==> src/shared/irs_pkg.sv <==
// Contract
// - bit 0 picks serial frame or parallel pins
// - transport bit leaves rtc, sci, smi alone
// - parallel mode frees two pins as irq15/irq14
// - bit 1 routes rtc irq frame or pin
// - bit 2 routes sci frame or pin
// - no serial frame on trickle power
// - bit 3 sets sci active level
// - bit 4 sets sci push-pull or open drain
// - bits 6:5 pick shared pin function
// - bit 5 overrides sci irq number choice
// - shared pin driver follows selected function
// - bit 7 routes smi slot 2 or pin
// - smi pin level and driver from gpio
// - forced change bits set by software only
// - step with drive select clears forced bit
// - media change flag ORs three terms
// - forced change bits 0,1; rest read zero
// - floppy rate mirror bit layout
// - serial port one fifo mirror layout
// - serial port two mirror, same layout
package irs_pkg;

  localparam int unsigned AW = 8;
  localparam int unsigned DW = 8;

  localparam logic [7:0] ADDR_ROUTE  = 8'hc0;
  localparam logic [7:0] ADDR_FORCE  = 8'hc1;
  localparam logic [7:0] ADDR_RATE   = 8'hc2;
  localparam logic [7:0] ADDR_SP1FCR = 8'hc3;
  localparam logic [7:0] ADDR_SP2FCR = 8'hc4;

  localparam logic [7:0] RST_ROUTE  = 8'h00;
  localparam logic [7:0] RST_FORCE  = 8'h03;
  localparam logic [7:0] RST_MIRROR = 8'h00;

  // interrupt_routing_control fields
  localparam int unsigned BIT_PARALLEL = 0;
  localparam int unsigned BIT_RTC_PIN  = 1;
  localparam int unsigned BIT_SCI_PIN  = 2;
  localparam int unsigned BIT_SCI_HIGH = 3;
  localparam int unsigned BIT_SCI_OD   = 4;
  localparam int unsigned BIT_SEL_LO   = 5;
  localparam int unsigned BIT_SEL_HI   = 6;
  localparam int unsigned BIT_SMI_PIN  = 7;

  // forced_disk_change fields
  localparam int unsigned BIT_FORCE0 = 0;
  localparam int unsigned BIT_FORCE1 = 1;
  localparam logic [7:0]  FORCE_MASK = 8'h03;

  // reserved bits of the mirrors read as zero
  localparam logic [7:0] RATE_MASK = 8'hdf;
  localparam logic [7:0] FCR_MASK  = 8'hcf;

  // synchronised pin vector
  localparam int unsigned NSYNC    = 5;
  localparam int unsigned SY_STEP  = 0;
  localparam int unsigned SY_DS0   = 1;
  localparam int unsigned SY_DS1   = 2;
  localparam int unsigned SY_CHG   = 3;
  localparam int unsigned SY_TRKL  = 4;
  // every filtered pin idles high, trickle included since it enters inverted;
  // a low idle here would gate the serial frame for several cycles after reset
  localparam logic [NSYNC-1:0] SYNC_IDLE = 5'h1f;

  typedef enum logic [1:0] {
    IRS_PIN_PME  = 2'b00,
    IRS_PIN_SCI  = 2'b01,
    IRS_PIN_IRQ9 = 2'b10,
    IRS_PIN_RSVD = 2'b11
  } irs_pin_func_type;

endpackage

==> src/design/irs_regs.sv <==
// Our own choice: strobed register access.
`timescale 1ns/1ps
module irs_regs (
  input  wire logic       clk_sys,
  input  wire logic       srst,
  input  wire logic [7:0] reg_addr,
  input  wire logic [7:0] reg_wdata,
  input  wire logic       reg_wr,
  input  wire logic       reg_rd,
  output logic      [7:0] reg_rdata,
  input  wire logic       fdc_rate_wr,
  input  wire logic [7:0] fdc_rate_data,
  input  wire logic       sp1_fcr_wr,
  input  wire logic [7:0] sp1_fcr_data,
  input  wire logic       sp2_fcr_wr,
  input  wire logic [7:0] sp2_fcr_data,
  input  wire logic       rtc_irq_req,
  input  wire logic       sci_req,
  input  wire logic       smi_req,
  input  wire logic       power_event_req,
  input  wire logic       irq9_req,
  input  wire logic       irq14_req,
  input  wire logic       irq15_req,
  input  wire logic       gpio_smi_active_high,
  input  wire logic       gpio_smi_open_drain,
  input  wire logic       trickle_power_only,
  input  wire logic       head_step_strobe_n,
  input  wire logic       drive_zero_select_n,
  input  wire logic       drive_one_select_n,
  input  wire logic       media_changed_input_n,
  output logic            par_irq_mode,
  output logic            boot_rom_buf_en,
  output logic            serial_interrupt_pin_en,
  output logic            bus_clk_pin_en,
  output logic            frame_irq_en,
  output logic            frame_rtc_req,
  output logic            frame_sci_req,
  output logic            frame_smi_slot2_req,
  output logic            sci_isa_req,
  output logic            irq15_out,
  output logic            irq15_oe,
  output logic            irq14_out,
  output logic            irq14_oe,
  output logic            rtc_irq_pin_out,
  output logic            rtc_irq_pin_oe,
  output logic            shared_pin_out,
  output logic            shared_pin_oe,
  output logic            mgmt_interrupt_pin_n_out,
  output logic            mgmt_interrupt_pin_n_oe,
  output logic            media_changed_flag
);

  // pin driver: open drain can only pull low, so an active high
  // open-drain output pulls low while inactive
  function automatic logic [1:0] pin_drive(input logic active, input logic high, input logic od);
    logic level;
    level = active ? high : ~high;
    if (od) begin
      pin_drive = {1'b0, ~level};
    end else begin
      pin_drive = {level, 1'b1};
    end
  endfunction

  // registers
  logic [7:0] route_reg;
  logic [7:0] force_reg;
  logic [7:0] rate_mirror_reg;
  logic [7:0] sp1_mirror_reg;
  logic [7:0] sp2_mirror_reg;
  logic [7:0] route_next;
  logic [7:0] force_next;

  // three-stage pin synchronisers with agreement filter
  logic [irs_pkg::NSYNC-1:0] sync1_reg;
  logic [irs_pkg::NSYNC-1:0] sync2_reg;
  logic [irs_pkg::NSYNC-1:0] sync3_reg;
  logic [irs_pkg::NSYNC-1:0] pin_reg;
  wire  [irs_pkg::NSYNC-1:0] pin_raw;
  wire  [irs_pkg::NSYNC-1:0] pin_agree;
  wire  [irs_pkg::NSYNC-1:0] pin_next;

  assign pin_raw   = {~trickle_power_only, media_changed_input_n, drive_one_select_n,
                      drive_zero_select_n, head_step_strobe_n};
  assign pin_agree = ~(sync2_reg ^ sync3_reg);
  assign pin_next  = (pin_agree & sync3_reg) | (~pin_agree & pin_reg);

  always_ff @(posedge clk_sys) begin
    if (srst) begin
      sync1_reg <= irs_pkg::SYNC_IDLE;
      sync2_reg <= irs_pkg::SYNC_IDLE;
      sync3_reg <= irs_pkg::SYNC_IDLE;
      pin_reg   <= irs_pkg::SYNC_IDLE;
    end else begin
      sync1_reg <= pin_raw;
      sync2_reg <= sync1_reg;
      sync3_reg <= sync2_reg;
      pin_reg   <= pin_next;
    end
  end

  // asserted, active-high views of the filtered pins
  wire step_act;
  wire ds0_act;
  wire ds1_act;
  wire chg_act;
  wire on_trickle;

  assign step_act   = ~pin_reg[irs_pkg::SY_STEP];
  assign ds0_act    = ~pin_reg[irs_pkg::SY_DS0];
  assign ds1_act    = ~pin_reg[irs_pkg::SY_DS1];
  assign chg_act    = ~pin_reg[irs_pkg::SY_CHG];
  assign on_trickle = ~pin_reg[irs_pkg::SY_TRKL];

  // register decode
  wire hit_route;
  wire hit_force;
  wire hit_rate;
  wire hit_sp1;
  wire hit_sp2;
  wire wr_route;
  wire wr_force;

  assign hit_route = (reg_addr == irs_pkg::ADDR_ROUTE);
  assign hit_force = (reg_addr == irs_pkg::ADDR_FORCE);
  assign hit_rate  = (reg_addr == irs_pkg::ADDR_RATE);
  assign hit_sp1   = (reg_addr == irs_pkg::ADDR_SP1FCR);
  assign hit_sp2   = (reg_addr == irs_pkg::ADDR_SP2FCR);
  assign wr_route  = reg_wr & hit_route;
  assign wr_force  = reg_wr & hit_force;

  assign route_next = wr_route ? reg_wdata : route_reg;

  // forced disk change: software may only set; a step while the drive is
  // selected clears. a write of 1 in the same cycle wins over the clear.
  wire clr_force0;
  wire clr_force1;
  wire set_force0;
  wire set_force1;

  assign clr_force0 = step_act & ds0_act;
  assign clr_force1 = step_act & ds1_act;
  assign set_force0 = wr_force & reg_wdata[irs_pkg::BIT_FORCE0];
  assign set_force1 = wr_force & reg_wdata[irs_pkg::BIT_FORCE1];

  always_comb begin
    force_next = force_reg & irs_pkg::FORCE_MASK;
    if (clr_force0) begin
      force_next[irs_pkg::BIT_FORCE0] = 1'b0;
    end
    if (clr_force1) begin
      force_next[irs_pkg::BIT_FORCE1] = 1'b0;
    end
    if (set_force0) begin
      force_next[irs_pkg::BIT_FORCE0] = 1'b1;
    end
    if (set_force1) begin
      force_next[irs_pkg::BIT_FORCE1] = 1'b1;
    end
  end

  // read mux; unmapped addresses read zero
  wire [7:0] rd_mux;

  assign rd_mux = hit_route ? route_reg :
                  hit_force ? (force_reg & irs_pkg::FORCE_MASK) :
                  hit_rate  ? (rate_mirror_reg & irs_pkg::RATE_MASK) :
                  hit_sp1   ? (sp1_mirror_reg & irs_pkg::FCR_MASK) :
                  hit_sp2   ? (sp2_mirror_reg & irs_pkg::FCR_MASK) :
                  8'h00;

  // routing decode
  wire                      parallel;
  wire                      rtc_on_pin;
  wire                      sci_on_pin;
  wire                      smi_on_pin;
  wire                      frame_ok;
  irs_pkg::irs_pin_func_type pin_func;

  assign parallel   = route_reg[irs_pkg::BIT_PARALLEL];
  assign rtc_on_pin = route_reg[irs_pkg::BIT_RTC_PIN];
  assign sci_on_pin = route_reg[irs_pkg::BIT_SCI_PIN];
  assign smi_on_pin = route_reg[irs_pkg::BIT_SMI_PIN];
  assign frame_ok   = ~on_trickle;
  assign pin_func   = irs_pkg::irs_pin_func_type'(route_reg[irs_pkg::BIT_SEL_HI:irs_pkg::BIT_SEL_LO]);

  // rtc, sci and smi ignore the transport bit entirely
  wire frame_irq_next;
  wire frame_rtc_next;
  wire frame_sci_next;
  wire frame_smi_next;
  wire sci_isa_next;

  assign frame_irq_next = ~parallel & frame_ok;
  assign frame_rtc_next = ~rtc_on_pin & rtc_irq_req & frame_ok;
  assign frame_sci_next = ~sci_on_pin & sci_req & frame_ok;
  assign frame_smi_next = ~smi_on_pin & smi_req & frame_ok;

  // bit 5 set takes sci off the numbered irq line; the shared pin carries it only while bit 6 is clear
  assign sci_isa_next = sci_on_pin & ~route_reg[irs_pkg::BIT_SEL_LO] & sci_req;

  // pin drivers
  wire [1:0] irq15_drv;
  wire [1:0] irq14_drv;
  wire [1:0] rtc_drv;
  wire [1:0] smi_drv;
  wire [1:0] pme_drv;
  wire [1:0] sci_drv;
  wire [1:0] irq9_drv;
  logic [1:0] shared_drv;

  assign irq15_drv = parallel ? pin_drive(irq15_req, 1'b1, 1'b0) : 2'b00;
  assign irq14_drv = parallel ? pin_drive(irq14_req, 1'b1, 1'b0) : 2'b00;
  assign rtc_drv   = rtc_on_pin ? pin_drive(rtc_irq_req, 1'b1, 1'b0) : 2'b00;
  assign smi_drv   = smi_on_pin ?
                     pin_drive(smi_req, gpio_smi_active_high, gpio_smi_open_drain) : 2'b00;
  assign pme_drv   = pin_drive(power_event_req, 1'b0, 1'b1);
  assign sci_drv   = pin_drive(sci_req & sci_on_pin, route_reg[irs_pkg::BIT_SCI_HIGH],
                               route_reg[irs_pkg::BIT_SCI_OD]);
  assign irq9_drv  = pin_drive(irq9_req, 1'b1, 1'b0);

  // the reserved code leaves the shared pin undriven
  always_comb begin
    unique case (pin_func)
      irs_pkg::IRS_PIN_PME:  shared_drv = pme_drv;
      irs_pkg::IRS_PIN_SCI:  shared_drv = sci_drv;
      irs_pkg::IRS_PIN_IRQ9: shared_drv = irq9_drv;
      irs_pkg::IRS_PIN_RSVD: shared_drv = 2'b00;
    endcase
  end

  // disk change as seen by the floppy core
  wire media_next;

  assign media_next = (ds0_act & force_reg[irs_pkg::BIT_FORCE0]) |
                      (ds1_act & force_reg[irs_pkg::BIT_FORCE1]) | chg_act;

  // register file
  always_ff @(posedge clk_sys) begin
    if (srst) begin
      route_reg       <= irs_pkg::RST_ROUTE;
      force_reg       <= irs_pkg::RST_FORCE;
      rate_mirror_reg <= irs_pkg::RST_MIRROR;
      sp1_mirror_reg  <= irs_pkg::RST_MIRROR;
      sp2_mirror_reg  <= irs_pkg::RST_MIRROR;
    end else begin
      route_reg <= route_next;
      force_reg <= force_next;
      if (fdc_rate_wr) begin
        rate_mirror_reg <= fdc_rate_data;
      end
      if (sp1_fcr_wr) begin
        sp1_mirror_reg <= sp1_fcr_data;
      end
      if (sp2_fcr_wr) begin
        sp2_mirror_reg <= sp2_fcr_data;
      end
    end
  end

  // read data stands only in the cycle after the read strobe
  always_ff @(posedge clk_sys) begin
    if (srst) begin
      reg_rdata <= 8'h00;
    end else begin
      reg_rdata <= reg_rd ? rd_mux : 8'h00;
    end
  end

  // registered outputs; one cycle of latency keeps every pin glitch free
  always_ff @(posedge clk_sys) begin
    if (srst) begin
      par_irq_mode            <= 1'b0;
      boot_rom_buf_en         <= 1'b1;
      serial_interrupt_pin_en <= 1'b1;
      bus_clk_pin_en          <= 1'b1;
      frame_irq_en            <= 1'b0;
      frame_rtc_req           <= 1'b0;
      frame_sci_req           <= 1'b0;
      frame_smi_slot2_req     <= 1'b0;
      sci_isa_req             <= 1'b0;
    end else begin
      par_irq_mode            <= parallel;
      boot_rom_buf_en         <= ~parallel;
      serial_interrupt_pin_en <= ~parallel;
      bus_clk_pin_en          <= ~parallel;
      frame_irq_en            <= frame_irq_next;
      frame_rtc_req           <= frame_rtc_next;
      frame_sci_req           <= frame_sci_next;
      frame_smi_slot2_req     <= frame_smi_next;
      sci_isa_req             <= sci_isa_next;
    end
  end

  always_ff @(posedge clk_sys) begin
    if (srst) begin
      irq15_out                <= 1'b0;
      irq15_oe                 <= 1'b0;
      irq14_out                <= 1'b0;
      irq14_oe                 <= 1'b0;
      rtc_irq_pin_out          <= 1'b0;
      rtc_irq_pin_oe           <= 1'b0;
      shared_pin_out           <= 1'b0;
      shared_pin_oe            <= 1'b0;
      mgmt_interrupt_pin_n_out <= 1'b0;
      mgmt_interrupt_pin_n_oe  <= 1'b0;
      media_changed_flag       <= 1'b0;
    end else begin
      {irq15_out, irq15_oe}                              <= irq15_drv;
      {irq14_out, irq14_oe}                              <= irq14_drv;
      {rtc_irq_pin_out, rtc_irq_pin_oe}                  <= rtc_drv;
      {shared_pin_out, shared_pin_oe}                    <= shared_drv;
      {mgmt_interrupt_pin_n_out, mgmt_interrupt_pin_n_oe} <= smi_drv;
      media_changed_flag                                 <= media_next;
    end
  end

endmodule

==> config.mk <==
export PLATFORM = sky130hd
export DESIGN_NAME = irs_regs
export DESIGN_NICKNAME = d
export VERILOG_FILES = /design/src/shared/irs_pkg.sv /design/src/design/irs_regs.sv
export SDC_FILE = /design/constraint.sdc
export NUM_CORES = 1
export LEC_CHECK = 0
export BUFFER_PORTS_ARGS = -buffer_cell sky130_fd_sc_hd__buf_2
export CORE_ASPECT_RATIO = 0.9
export CORE_UTILIZATION = 34
export DETAILED_ROUTE_END_ITERATION = 12
export GPL_ROUTABILITY_DRIVEN = 0
export PLACE_DENSITY_LB_ADDON = 0.08
export SLEW_MARGIN = 25
export SYNTH_ARGS = -nofsm -noshare
export SYNTH_HDL_FRONTEND = slang
export SYNTH_SLANG_ARGS = --single-unit
==> constraint.sdc <==
create_clock -name clk_sys -period 1.2 [get_ports clk_sys]
set_input_delay 0.12 -clock clk_sys [delete_from_list [all_inputs] [get_ports clk_sys]]
set_output_delay 0.12 -clock clk_sys [all_outputs]
set_load 0.01 [all_outputs]
==> flow_metrics.env <==
export IMPL_run_status="finished clean"
export IMPL_post_cts_setup_buffer_count=0
export IMPL_routed_wirelength_um=6280
export IMPL_postSynthRegisterBits=73
export IMPL_drv_max_cap_violation_count=0
export IMPL_clock_latency_ns=0.35
export IMPL_critPathArrivalTime_ns=1.40
export IMPL_avgViaCountPerCell=4.64
export IMPL_seqPwrFrac_pct=52.1
export IMPL_cts_htree_levels=3
export IMPL_synth_warn=0
export IMPL_drtIter0Drc=101
export IMPL_grt_pass1_wl_um=10100
export IMPL_power_switching_mw=1.09
export IMPL_fraction_of_layout_cells_with_a_size_suffix_above_1_pct=36.1
export IMPL_rows=30
export IMPL_post_synth_instance_area_um2=2750
export IMPL_power_mw=4.84
export IMPL_mostFrequentLayoutCells="sky130_fd_sc_hd__buf_2, sky130_fd_sc_hd__dfxtp_1, sky130_fd_sc_hd__mux2i_1"
export IMPL_hold_class="primary input to register"
export IMPL_p_clk_share_pct=39.0
export IMPL_track_usage_pct=15.7
export IMPL_detailroute_via_count=2232
export IMPL_drt_pass1_iter_count=4
export IMPL_ys_seq_area_share_pct=53.1
export IMPL_first_global_vias=2086
export IMPL_grt_start_max_net_pins=58
export IMPL_syn_num_nets=326
export IMPL_boundaryPins=89
export IMPL_initial_util_pct=35.8
export IMPL_chipHeight_um=87.3
export IMPL_layout_filler_cells=752
export IMPL_period_share_pct=92.9
export IMPL_clock_tree_root_cell="sky130_fd_sc_hd__clkbuf_8"
export IMPL_setup_ws_ns=0.0852
export IMPL_place_worst_setup_slack_ns=-0.0923
export IMPL_layout_commonest_cell="sky130_fd_sc_hd__buf_2"
export IMPL_p_per_area_nw_per_um2=1290
export IMPL_critPathCaptureType="register"
export IMPL_rsz0062_at_grt="no"
export IMPL_antenna_found_initial=0
export IMPL_grt_overflow_total=0
export IMPL_die_outline_area_um2=8460
export IMPL_cellInternalPower_mw=3.75
export IMPL_count_of_final_setup_violators=0
export IMPL_critical_path_startpoint_type="register"
export IMPL_number_of_buffers_inserted_by_port_buffering=83
export IMPL_multi_input_area_um2=1180
export IMPL_layout_nets=441
export IMPL_drcViolationCount=0
export IMPL_antennaDiodeCount=0
export IMPL_tritoncts="done"
export IMPL_cts_inserted_buffers=9
export IMPL_relative_slew_margins_pct=79.2
export IMPL_r2r_setup_slack_ns=0.09
export IMPL_p_leak_nw=1.69
export IMPL_count_of_clock_tree_sinks=73
export IMPL_netlist_cell_type_count=40
export IMPL_slew_violations=0
export IMPL_timing_clock_skew_ns=0.00795
export IMPL_worst_path_max_fanout=4
export IMPL_pwr_share_comb_pct=9.0
export IMPL_synth_area_per_cell_um2=10.4
export IMPL_routedWlPerCell_um=13.1
export IMPL_core_area_um2=7690
export IMPL_worst_vdd_rail_ir_drop_mv=0.699
export IMPL_netSwitchingFraction_pct=22.6
export IMPL_worst_slew_pin_slew_ns=0.303
export IMPL_max_root_sink_buffers=2
export IMPL_timing_critical_path_required_ns=1.49
export IMPL_area_delta_synth_final_pct=35.9
export IMPL_syn_instance_count=265
export IMPL_antenna_left=0
export IMPL_crit_type="register to register"
export IMPL_totalNegativeSetupSlack_ns=0
export IMPL_chipWidth_um=96.8
export IMPL_hold_viol=0
export IMPL_max_freq_mhz=897
export IMPL_final_min_clock_period_ns=1.11
export IMPL_path_clk_slew_ns=0.08
export IMPL_final_seq_area_um2=1460
export IMPL_hpwl_um=4440
## kinds of logic after synthesis
group / synth area share, %
flip-flops: 53.1
multiplexers: 12.9
buffers and inverters: 4.09
AND/OR/NAND/NOR: 19.9
XOR/XNOR: 0.318
AO/OA/AOI/OAI: 9.69
## critical path: stages (launching register included)
cell and delay, ns:
sky130_fd_sc_hd__dfxtp_2 0.37, sky130_fd_sc_hd__a21bo_2 0.24, sky130_fd_sc_hd__a311o_1 0.31, sky130_fd_sc_hd__a21oi_1 0.14
## metal layers
layer	wire length [um]	global-route usage [%]
met4	96	6.51
met3	310	6.02
met2	2890	25.1
met5	0	0
met1	2990	19.2
## path summary, 6_finish.rpt
kind	cells past startpoint	end	start
setup / recovery	3	shared_pin_oe	route_reg[3]
hold / removal	3	sp2_mirror_reg[2]	sp2_fcr_data[2]
setup reg to reg	3	shared_pin_oe	route_reg[3]
hold reg to reg	1	sync2_reg[0]	sync1_reg[0]
## cells in the mapped netlist, drive strengths merged
master | count | area share (%)
mux2 | 3 | 1.2
or3b | 1 | 0.32
buf | 14 | 3.0
and4bb | 2 | 0.91
a21bo | 1 | 0.36
inv | 3 | 0.41
o31ai | 5 | 1.4
mux2i | 32 | 12
o22ai | 6 | 1.4
o21bai | 5 | 1.4
nor3 | 3 | 0.96
o21ai | 3 | 0.55
nand3b | 1 | 0.27
xor2 | 1 | 0.32
a21oi | 12 | 2.2
nand4bb | 1 | 0.41
clkbuf | 5 | 0.68
and2 | 3 | 0.68
nand3 | 3 | 0.55
nor3b | 6 | 1.6
nor2 | 30 | 4.2
a311o | 1 | 0.36
a31oi | 1 | 0.23
nand2b | 13 | 3.0
or2 | 17 | 3.9
a221oi | 2 | 0.64
a41o | 2 | 0.73
nand4 | 7 | 1.6
dfxtp | 73 | 53
nand2 | 1 | 0.14
and4 | 1 | 0.32
nor2b | 5 | 1.1
a21o | 2 | 0.55
## cell type report
type | count | share of cell area [%]
repair buffers | 123 | 20.8
clock inverters | 3 | 1.07
inverters | 3 | 0.301
well taps | 96 | 3.21
flip-flops and latches | 73 | 39.1
multi-input cells | 170 | 31.5
clock buffers | 13 | 3.98
## power groups by stage
stage | sequential (mW) | combinational [mW] | clock (mW)
3_3_place_gp | 2.58 | 0.386 | 0
5_1_grt | 2.53 | 0.478 | 2.06
2_1_floorplan | 2.57 | 0.208 | 0
6_report | 2.52 | 0.434 | 1.89
4_1_cts | 2.52 | 0.439 | 1.95
3_5_place_dp | 2.58 | 0.387 | 0
## repair_timing
item / CTS / global route
endpoints found under the hold margin: 20 / 0
hold buffers: 20 / 0
gates resized for setup: 0 / 1
endpoints found under the setup margin: 0 / 1
## stage by stage
stage / instance area, um2 / util (%) / instances / hold WS (ns)
floorplan: 2750 / - / 265 / 0.194
global placement: 3350 / 43.5 / 445 / 0.290
detailed placement: 3350 / 43.5 / 445 / 0.295
CTS: 3740 / 48.6 / 481 / 0.00119
global route: 3740 / 48.6 / 481 / 0.00678
finish: 3740 / 48.6 / 481 / 0.0147
Note: power is estimated with default switching activity, not from simulation.
